### config.mk
export PLATFORM = sky130hd
export DESIGN_NAME = branch_trace_capture
export DESIGN_NICKNAME = d
export VERILOG_FILES = /design/src/hdl/trace_pkg.sv /design/src/hdl/trace_fifo.sv /design/src/hdl/trace_port_tx.sv /design/src/hdl/branch_trace_capture.sv
export SDC_FILE = /design/constraint.sdc
export NUM_CORES = 2
export LEC_CHECK = 0
export BUFFER_PORTS_ARGS = -buffer_cell sky130_fd_sc_hd__clkbuf_2
export CAP_MARGIN = 10
export CORE_MARGIN = 2
export CORE_UTILIZATION = 50
export DETAILED_ROUTE_END_ITERATION = 8
export GPL_TIMING_DRIVEN = 0
export HOLD_SLACK_MARGIN = 0.06
export MAX_ROUTING_LAYER = met4
export PLACE_DENSITY = 0.67
export SLEW_MARGIN = 20
export SYNTH_ARGS = -nofsm -noshare
export SYNTH_HDL_FRONTEND = slang
export SYNTH_SLANG_ARGS = --single-unit
### constraint.sdc
create_clock -name pclk -period 5.95 [get_ports pclk]
set_clock_uncertainty 0.15 [all_clocks]
set_input_delay 0.2975 -clock pclk [delete_from_list [all_inputs] [get_ports pclk]]
set_output_delay 0.2975 -clock pclk [all_outputs]
set_load 0.02 [all_outputs]
### src/hdl/trace_pkg.sv
// shared constants of the branch trace capture block
// assumes a 32-bit apb slave on pclk and a nibble-wide trace output port
package trace_pkg;
    // register byte offsets
    localparam logic [7:0] OFS_CTRL   = 8'h00;
    localparam logic [7:0] OFS_WIN_LO = 8'h04;
    localparam logic [7:0] OFS_WIN_HI = 8'h08;
    localparam logic [7:0] OFS_ASID   = 8'h0c;
    localparam logic [7:0] OFS_STATUS = 8'h10;
    localparam logic [7:0] OFS_REC0   = 8'h14;
    localparam logic [7:0] OFS_REC1   = 8'h18;
    localparam logic [7:0] OFS_REC2   = 8'h1c;
    // control fields
    localparam int CTL_EN      = 0;
    localparam int CTL_RT      = 1;
    localparam int CTL_CONT    = 2;
    localparam int CTL_BR_EN   = 3;
    localparam int CTL_RNG_EN  = 4;
    localparam int CTL_SW_EN   = 5;
    localparam int CTL_ASID_EN = 6;
    localparam int CTL_DIR_LO  = 8;
    localparam logic [9:0] CTRL_RST = 10'h000;
    // status fields
    localparam int ST_LOST    = 0;
    localparam int ST_STOPPED = 1;
    localparam int ST_LINK    = 2;
    localparam int ST_EMPTY   = 3;
    localparam int ST_STALL   = 4;
    // direction select of the range tracer
    localparam logic [1:0] DIR_READ  = 2'h1;
    localparam logic [1:0] DIR_WRITE = 2'h2;
    localparam logic [1:0] DIR_ANY   = 2'h3;
    // record layout: type, word a, word b, info byte
    localparam int REC_W    = 74;
    localparam int BUF_D    = 16;
    localparam int INSTR_BYTES_I = 2;
    localparam logic [31:0] INSTR_BYTES = 32'h0000_0002;
    typedef enum logic [1:0] {
        REC_BRANCH = 2'h1,
        REC_RANGE  = 2'h2,
        REC_SOFT   = 2'h3
    } rec_kind_e;
    typedef enum logic [2:0] {
        BK_JUMP = 3'h0,
        BK_IF_FALSE = 3'h1,
        BK_IF_TRUE  = 3'h2,
        BK_CALL = 3'h3,
        BK_RET  = 3'h4,
        BK_EXC  = 3'h5,
        BK_INT  = 3'h6,
        BK_RESV = 3'h7
    } br_kind_e;
endpackage

### src/hdl/trace_fifo.sv
// record buffer in flip-flops with valid/ready on both sides
// assumes one clock; drop_oldest lets a push into a full buffer evict the head
module trace_fifo #(
    parameter int W = 74,
    parameter int D = 16
) (
    // clock and reset
    input  wire logic         pclk,
    input  wire logic         presetn,
    // fill side
    input  wire logic         in_valid,
    output logic              in_ready,
    input  wire logic [W-1:0] in_data,
    input  wire logic         drop_oldest,
    // drain side
    output logic              out_valid,
    input  wire logic         out_ready,
    output logic [W-1:0]      out_data,
    // state
    output logic              full,
    output logic              empty
);
    localparam int AW = $clog2(D);
    logic [W-1:0]  mem_ff [D];
    logic [AW-1:0] wr_ff;
    logic [AW-1:0] rd_ff;
    logic [AW:0]   cnt_ff;
    wire           push = in_valid && in_ready;
    wire           evict = full && push && drop_oldest;
    wire           pop = (out_valid && out_ready) || evict;

    function automatic logic [AW-1:0] inc(input logic [AW-1:0] p);
        inc = (p == AW'(D - 1)) ? '0 : p + 1'b1;
    endfunction

    assign full      = (cnt_ff == (AW+1)'(D));
    assign empty     = (cnt_ff == '0);
    assign in_ready  = !full || drop_oldest || out_ready;
    assign out_valid = !empty;
    assign out_data  = mem_ff[rd_ff];

    always_ff @(posedge pclk) begin
        if (push) begin
            mem_ff[wr_ff] <= in_data;
        end
    end

    always_ff @(posedge pclk or negedge presetn) begin
        if (!presetn) begin
            wr_ff  <= '0;
            rd_ff  <= '0;
            cnt_ff <= '0;
        end else begin
            if (push) wr_ff <= inc(wr_ff);
            if (pop) rd_ff <= inc(rd_ff);
            cnt_ff <= cnt_ff + (AW+1)'(push) - (AW+1)'(pop);
        end
    end
endmodule

### src/hdl/trace_port_tx.sv
// serialiser of one record into nibbles on the trace output port
// assumes the emulator samples trace_data on every pclk while trace_sync marks the first nibble
module trace_port_tx #(
    parameter int W = 74
) (
    // clock and reset
    input  wire logic         pclk,
    input  wire logic         presetn,
    // record in
    input  wire logic         rec_valid,
    output logic              rec_ready,
    input  wire logic [W-1:0] rec_data,
    // pins
    output logic [3:0]        trace_data,
    output logic              trace_sync,
    output logic              trace_busy
);
    localparam int NIB = (W + 3) / 4;
    localparam int CW  = $clog2(NIB + 1);
    logic [NIB*4-1:0] sh_ff;
    logic [CW-1:0]    left_ff;

    assign rec_ready  = (left_ff == '0);
    assign trace_busy = !rec_ready;

    always_ff @(posedge pclk or negedge presetn) begin
        if (!presetn) begin
            sh_ff      <= '0;
            left_ff    <= '0;
            trace_data <= 4'h0;
            trace_sync <= 1'b0;
        end else if (rec_valid && rec_ready) begin
            sh_ff      <= {(NIB*4)'(rec_data)} >> 4;
            left_ff    <= CW'(NIB - 1);
            trace_data <= rec_data[3:0];
            trace_sync <= 1'b1;
        end else begin
            trace_sync <= 1'b0;
            trace_data <= (left_ff != '0) ? sh_ff[3:0] : 4'h0;
            sh_ff      <= sh_ff >> 4;
            if (left_ff != '0) left_ff <= left_ff - 1'b1;
        end
    end
endmodule

### src/hdl/branch_trace_capture.sv
// branch, range-access and software trace capture with apb registers
// assumes the cpu holds an event stable while cpu_stall is high
// emu_present is an asynchronous pin from the external emulator
// Contract
// - branch records keep source, destination, branch kind and bus master
// - range records only for addresses inside window with chosen direction
// - asid compared only when enabled, otherwise every asid matches
// - software trace records hold instruction pc and one general register
// - completion exception during exception branch records following address
// - false/true conditional branches with zero displacement record nothing
// - reset-vector branch records nothing
// - real-time mode never stalls the cpu; excess records are dropped
// - non-real-time mode stalls the cpu until the record is accepted, in port mode only
// - continue-on-full overwrites the oldest buffered record, in buffer mode only
// - stop-on-full stops capture while cpu keeps running, in buffer mode only
module branch_trace_capture #(
    parameter int DEPTH = trace_pkg::BUF_D
) (
    // clock and reset
    input  wire logic        pclk,
    input  wire logic        presetn,
    // apb slave
    input  wire logic        psel,
    input  wire logic        penable,
    input  wire logic        pwrite,
    input  wire logic [7:0]  paddr,
    input  wire logic [31:0] pwdata,
    output logic [31:0]      prdata,
    output logic             pready,
    output logic             pslverr,
    // branch event from cpu
    input  wire logic        br_valid,
    input  wire logic [31:0] br_src,
    input  wire logic [31:0] br_dst,
    input  wire logic [2:0]  br_kind,
    input  wire logic [1:0]  br_master,
    input  wire logic [7:0]  br_disp,
    input  wire logic        br_is_reset,
    input  wire logic        br_cmpl_exc,
    // memory access event
    input  wire logic        acc_valid,
    input  wire logic [31:0] acc_addr,
    input  wire logic        acc_write,
    input  wire logic [7:0]  acc_asid,
    // software trace event
    input  wire logic        sw_valid,
    input  wire logic [31:0] sw_pc,
    input  wire logic [31:0] sw_gpr,
    // cpu hold
    output logic             cpu_stall,
    // trace output port
    input  wire logic        emu_present,
    output logic [3:0]       trace_data,
    output logic             trace_sync
);
    localparam int W = trace_pkg::REC_W;

    // registers
    logic [9:0]  ctrl_ff;
    logic        rt_ff;
    logic        cont_ff;
    logic [31:0] win_lo_ff;
    logic [31:0] win_hi_ff;
    logic [7:0]  asid_ff;
    logic        lost_ff;
    logic        stopped_ff;
    logic        sync1_ff;
    logic        sync2_ff;
    logic        sync3_ff;
    logic        link_ff;

    // apb decode
    wire         acc_phase = psel && penable;
    wire         wr_en     = acc_phase && pwrite;
    wire         rd_en     = acc_phase && !pwrite;
    wire         hit_ctrl  = (paddr == trace_pkg::OFS_CTRL);
    wire         hit_lo    = (paddr == trace_pkg::OFS_WIN_LO);
    wire         hit_hi    = (paddr == trace_pkg::OFS_WIN_HI);
    wire         hit_asid  = (paddr == trace_pkg::OFS_ASID);
    wire         hit_stat  = (paddr == trace_pkg::OFS_STATUS);
    wire         hit_r0    = (paddr == trace_pkg::OFS_REC0);
    wire         hit_r1    = (paddr == trace_pkg::OFS_REC1);
    wire         hit_r2    = (paddr == trace_pkg::OFS_REC2);
    wire         mapped    = hit_ctrl | hit_lo | hit_hi | hit_asid | hit_stat |
                             hit_r0 | hit_r1 | hit_r2;
    wire         clr_lost  = wr_en && hit_stat && pwdata[trace_pkg::ST_LOST];
    wire         clr_stop  = wr_en && hit_stat && pwdata[trace_pkg::ST_STOPPED];
    wire         en_rise   = wr_en && hit_ctrl && pwdata[trace_pkg::CTL_EN] &&
                             !ctrl_ff[trace_pkg::CTL_EN];

    // configuration views
    wire         enable  = ctrl_ff[trace_pkg::CTL_EN];
    wire         asid_en = ctrl_ff[trace_pkg::CTL_ASID_EN];
    wire [1:0]   dir_sel = ctrl_ff[trace_pkg::CTL_DIR_LO +: 2];
    wire         port_mode = link_ff;

    // event qualification
    // zero-displacement conditionals never change flow
    wire         zero_cond = ((br_kind == trace_pkg::BK_IF_FALSE) ||
                              (br_kind == trace_pkg::BK_IF_TRUE)) && (br_disp == 8'h00);
    wire         br_take  = enable && ctrl_ff[trace_pkg::CTL_BR_EN] && br_valid &&
                            !zero_cond && !br_is_reset;
    wire         in_win   = (acc_addr >= win_lo_ff) && (acc_addr <= win_hi_ff);
    wire         dir_ok   = acc_write ? dir_sel[1] : dir_sel[0];
    wire         asid_ok  = !asid_en || (acc_asid == asid_ff);
    wire         rng_take = enable && ctrl_ff[trace_pkg::CTL_RNG_EN] && acc_valid &&
                            in_win && dir_ok && asid_ok;
    wire         sw_take  = enable && ctrl_ff[trace_pkg::CTL_SW_EN] && sw_valid;
    // a completion exception has already retired the faulting instruction
    wire [31:0]  br_addr  = (br_cmpl_exc && br_kind == trace_pkg::BK_EXC) ?
                            br_src + trace_pkg::INSTR_BYTES : br_src;

    function automatic logic [W-1:0] pack(input logic [1:0] k, input logic [31:0] a,
                                          input logic [31:0] b, input logic [7:0] i);
        pack = {k, a, b, i};
    endfunction

    // one record per cycle: branch first, then range, then software
    wire [W-1:0] br_rec  = pack(trace_pkg::REC_BRANCH, br_addr, br_dst,
                                {br_kind, br_master, 3'h0});
    wire [W-1:0] rng_rec = pack(trace_pkg::REC_RANGE, acc_addr, 32'h0000_0000,
                                {acc_write, 7'h00} | {1'b0, acc_asid[6:0]});
    wire [W-1:0] sw_rec  = pack(trace_pkg::REC_SOFT, sw_pc, sw_gpr, 8'h00);
    wire         cand    = br_take || rng_take || sw_take;
    wire [W-1:0] cand_rec = br_take ? br_rec : (rng_take ? rng_rec : sw_rec);
    wire         multi   = (br_take && (rng_take || sw_take)) || (rng_take && sw_take);

    // buffer and port
    logic        f_in_ready;
    logic        f_out_valid;
    logic [W-1:0] f_out_data;
    logic        f_full;
    logic        f_empty;
    logic        tx_ready;
    logic        tx_busy;
    logic        pop_rd;

    // stop-on-full only governs buffer mode; the port drains continuously
    wire         stop_hold = !port_mode && stopped_ff;
    wire         push      = cand && !stop_hold;
    wire         drop_old  = !port_mode && cont_ff;
    wire         accepted  = push && f_in_ready;
    wire         hit_full  = !port_mode && !cont_ff && f_full && cand;

    assign cpu_stall = port_mode && !rt_ff && push && !f_in_ready;
    assign pop_rd    = rd_en && hit_r2;

    trace_fifo #(
        .W (W),
        .D (DEPTH)
    ) u_fifo (
        .pclk        (pclk),
        .presetn     (presetn),
        .in_valid    (push),
        .in_ready    (f_in_ready),
        .in_data     (cand_rec),
        .drop_oldest (drop_old),
        .out_valid   (f_out_valid),
        .out_ready   (port_mode ? tx_ready : pop_rd),
        .out_data    (f_out_data),
        .full        (f_full),
        .empty       (f_empty)
    );

    trace_port_tx #(
        .W (W)
    ) u_tx (
        .pclk       (pclk),
        .presetn    (presetn),
        .rec_valid  (f_out_valid && port_mode),
        .rec_ready  (tx_ready),
        .rec_data   (f_out_data),
        .trace_data (trace_data),
        .trace_sync (trace_sync),
        .trace_busy (tx_busy)
    );

    // apb answer, zero wait states
    wire [31:0] status = {27'h0, cpu_stall, f_empty, link_ff, stopped_ff, lost_ff};
    // in buffer mode rec2 pops the head, so rec0 and rec1 must be read first
    wire [31:0] rd_mux = hit_ctrl ? {22'h0, ctrl_ff[9:3], cont_ff, rt_ff, enable} :
                         hit_lo   ? win_lo_ff :
                         hit_hi   ? win_hi_ff :
                         hit_asid ? {24'h0, asid_ff} :
                         hit_stat ? status :
                         hit_r0   ? f_out_data[71:40] :
                         hit_r1   ? f_out_data[39:8] :
                         hit_r2   ? {22'h0, f_out_data[73:72], f_out_data[7:0]} :
                         32'h0000_0000;

    assign pready  = 1'b1;
    assign pslverr = acc_phase && !mapped;
    assign prdata  = rd_mux;

    // emulator presence: three stages, change taken when the last two agree
    always_ff @(posedge pclk or negedge presetn) begin
        if (!presetn) begin
            sync1_ff <= 1'b0;
            sync2_ff <= 1'b0;
            sync3_ff <= 1'b0;
            link_ff  <= 1'b0;
        end else begin
            sync1_ff <= emu_present;
            sync2_ff <= sync1_ff;
            sync3_ff <= sync2_ff;
            if (sync2_ff == sync3_ff) link_ff <= sync3_ff;
        end
    end

    // configuration registers
    always_ff @(posedge pclk or negedge presetn) begin
        if (!presetn) begin
            ctrl_ff   <= trace_pkg::CTRL_RST;
            rt_ff     <= 1'b0;
            cont_ff   <= 1'b0;
            win_lo_ff <= 32'h0000_0000;
            win_hi_ff <= 32'h0000_0000;
            asid_ff   <= 8'h00;
        end else begin
            if (wr_en && hit_ctrl) ctrl_ff <= pwdata[9:0];
            if (wr_en && hit_lo) win_lo_ff <= pwdata;
            if (wr_en && hit_hi) win_hi_ff <= pwdata;
            if (wr_en && hit_asid) asid_ff <= pwdata[7:0];
            if (en_rise) begin
                rt_ff   <= pwdata[trace_pkg::CTL_RT];
                cont_ff <= pwdata[trace_pkg::CTL_CONT];
            end
        end
    end

    // sticky flags: a new event wins over a clear in the same cycle
    always_ff @(posedge pclk or negedge presetn) begin
        if (!presetn) begin
            lost_ff    <= 1'b0;
            stopped_ff <= 1'b0;
        end else begin
            if ((port_mode && rt_ff && push && !f_in_ready) || multi) begin
                lost_ff <= 1'b1;
            end else if (clr_lost) begin
                lost_ff <= 1'b0;
            end
            if (hit_full) begin
                stopped_ff <= 1'b1;
            end else if (clr_stop) begin
                stopped_ff <= 1'b0;
            end
        end
    end
endmodule

==> metrics <==
H-tree depth=4; worst vdd ir=0.351 mV; Yosys reg bits=1365; Cells after Synth=3119; Netlist Area Pre-Place=0.0561 mm^2; status=finished, final reports clean; Placer Congestion=0.943; Setup crit end=prdata[2]; CTS sink cnt=1365; setup total negative slack=0 ns; Remaining DRCs=0; GR Overflow Total=0; CTS max path bufs=3; Worst Max-Slew Pin Slew=1.30 ns; number of DRC markers in iteration 0=4741; Setup Viol. Count Final=0; Worst Path Arrival=5.35 ns; f_max=172 MHz; sequential share of the synthesized area=71.4%; Die Y=339 um; CTS Buf Count=140; number of synthesized flops with an enable pin=1184; Lkg Pwr=23.9 nW; fin crit share=97.4%; initial antenna violation count=6; cell area after placement=0.0606 mm^2; FF-to-FF End=u_fifo.mem_ff[0][60]$_DFFE_PP_; worst-path cell chain=buf_2 > buf_2 > buf_1 > clkbuf_1 > a211oi_1 > a21oi_1 > nand2_1 > and3_1 > o32ai_1 > clkbuf_2; Clock Latency Late Sink=0.76 ns; # Max-Cap Violations=0; clock root buffer=clkbuf_16; vias per inst=6.17; crit path from=u_fifo.rd_ff[1]$_DFFE_PN0N_; layout cell share with drive strength beyond 1=26.6%; post-DR wirelength/cell=31.2 um; worst flop-to-flop path startpoint=win_lo_ff[9]$_DFFE_PN0P_; CTS tree=yes; row count=122; slack of the worst reg-to-reg path=0.22 ns; Boundary Pins=273; RSZ-0062 raised after global routing=no; Total Wirelength=166 mm; DIE WIDTH=339 um; largest net degree at the start of global routing=81; total number of vias=32800; Avg Synthesized Cell Area=18.0 um^2; DR pass1 iterations=6; Data required, critical path=5.50 ns; largest area contributor in the netlist=edfxtp_1; Critical Path Source Type=flip-flop; Post-CTS Setup Repair Bufs=0; top cell types by occurrence after synthesis=edfxtp_1 (1184), nand2_1 (405), mux4_2 (356); Final HPWL DP=111 mm; Syn Nets=3430; ys async rst share=13.3%; main flop type after synthesis=edfxtp_1; Layout Nets=4017; Slew HR=13.7%; Hold WC Path Type=input pin to flip-flop; Crit path top cell by count=buf_2; Slew Limit Fails=0; crit path max fanout=10; CTS clk-pin slew, worst paths=0.07 ns; Power Total=25.3 mW; DRT antenna net count=0; critical hold path startpoint=acc_write; Area Growth Syn to Fin=18.2%; leading post-synthesis cells by cell area=edfxtp_1 (63%), mux4_2 (14%), dfrtp_1 (8.1%), nand2_1 (2.7%), ha_1 (1.7%); core area=0.111 mm^2; Reg2Reg Depth=14; Worst Path Class, Setup=flip-flop to output port; synth warn=0; Tmin final=5.80 ns; buffers added on ports=269; Core Util, Final=59.8%; Yosys top cell area share=63.4%; Crit-path slowest cell=buf_1; Synth cell types=66; top-count cell post-synth=edfxtp_1; vias in the first global route=32600; die area=0.115 mm^2; crit-path max cell delay=0.72 ns; cell area after layout=0.0663 mm^2; Fin. Hold Viols=0; GRT Util Overall=29.8%; first-pass GRT wire length=236 mm; Starting Density=50.6%; Setup crit end kind=output port; pwr/cell area=381 mW/mm^2
flip-flops by register name (all words and copies together) (netlist names):
signal and count:
u_fifo.wr_ff 4, sync2_ff 1, u_tx.trace_sync 1, win_lo_ff 32, asid_ff 8, u_tx.left_ff 5, lost_ff 1, ctrl_ff 8
u_fifo.cnt_ff 5, win_hi_ff 32, u_fifo.rd_ff 4, u_fifo.mem_ff 1184, link_ff 1, u_tx.trace_data 4, cont_ff 1, rt_ff 1
sync1_ff 1, u_tx.sh_ff 70, stopped_ff 1, sync3_ff 1
how the worst min path moves through the flow:
stage,slack [ns],to,cells past startpoint
2_1_floorplan,-0.15,asid_ff[0]$_DFFE_PN0P_,0
3_3_place_gp,0.22,sync3_ff$_DFF_PN0_,0
3_5_place_dp,0.12,win_lo_ff[11]$_DFFE_PN0P_,1
4_1_cts,0.06,u_fifo.mem_ff[3][62]$_DFFE_PP_,3
5_1_grt,0.07,u_fifo.mem_ff[6][7]$_DFFE_PP_,3
6_report,0.05,u_fifo.mem_ff[3][7]$_DFFE_PP_,3
cells by family after synthesis:
family | synth area share (%)
AO/OA/AOI/OAI | 3.34
other | 0.00668
AND/OR/NAND/NOR | 4.93
XOR/XNOR | 0.718
flip-flops | 71.4
multiplexers | 16.0
adder cells (fa/ha/maj) | 1.77
buffers and inverters | 1.78
power by group:
group / switching [mW] / internal (mW) / leakage [nW]
clock: 3.79 / 4.97 / 2.21
combinational: 3.29 / 2.51 / 8.50
sequential: 0.111 / 10.6 / 13.2
total: 7.19 / 18.1 / 23.9
per-stage QoR:
step / worst slack [ns] / std cells / hold slack, ns
3_5_place_dp: -0.174 / 4937 / 0.119
5_1_grt: 0.0391 / 5310 / 0.0655
4_1_cts: 0.184 / 5310 / 0.0623
3_3_place_gp: -2.77 / 4876 / 0.225
2_1_floorplan: 1.03 / 3119 / -0.148
6_report: 0.152 / 5313 / 0.0540
metal layers:
metal	wire, um	vias up	GRT usage (%)
li1	-	13500	-
met1	63800	17000	40.2
met2	79600	1893	46.2
met3	16700	293	5.92
met4	5510	0	9.65
met5	0	-	-
layout make-up:
type | count | area (um^2)
flip-flops and latches | 1365 | 40100
clock buffers | 178 | 3690
diodes | 3 | 7.51
clock inverters | 80 | 875
inverters | 85 | 319
plain buffers | 163 | 689
repair buffers | 445 | 3620
well taps | 1488 | 1860
fillers | 8120 | 44600
multi-input cells | 1506 | 15200
layout by cell type (no fill, tap or decap), types with 20 or more instances in the layout:
cell,Yosys,final
nor2_1,49,47
nand3_1,56,56
mux4_2,356,356
clkbuf_16,0,140
clkinv_1,0,30
buf_2,40,43
buf_16,0,20
mux2i_1,59,54
a21oi_1,69,68
inv_1,85,85
o21ai_0,116,85
buf_1,25,21
clkbuf_1,95,123
clkinv_2,0,20
nand4_1,20,20
edfxtp_1,1184,1184
a221oi_1,26,24
a22oi_1,35,35
dfrtp_1,181,181
nand2_1,405,405
clkbuf_2,0,275
ha_1,77,77
dlygate4sd3_1,0,114
xnor2_1,31,31
mux2_2,34,34
timing repair:
item,CTS,global route
hold buffers,115,0
endpoints found under the setup margin,33,0
resized for setup,2,0
hold endpoints to repair,597,0
worst max-delay path, delay by kind of cell (launching register included):
| kind | cells | cell delay (ns) |
|---|---|---|
| buffers and inverters | 5 | 2.34 |
| AOI/OAI and AO/OA | 3 | 1.34 |
| DFF | 1 | 0.53 |
| and+or+nand+nor | 2 | 0.34 |
(Power assumes the default switching activity.)
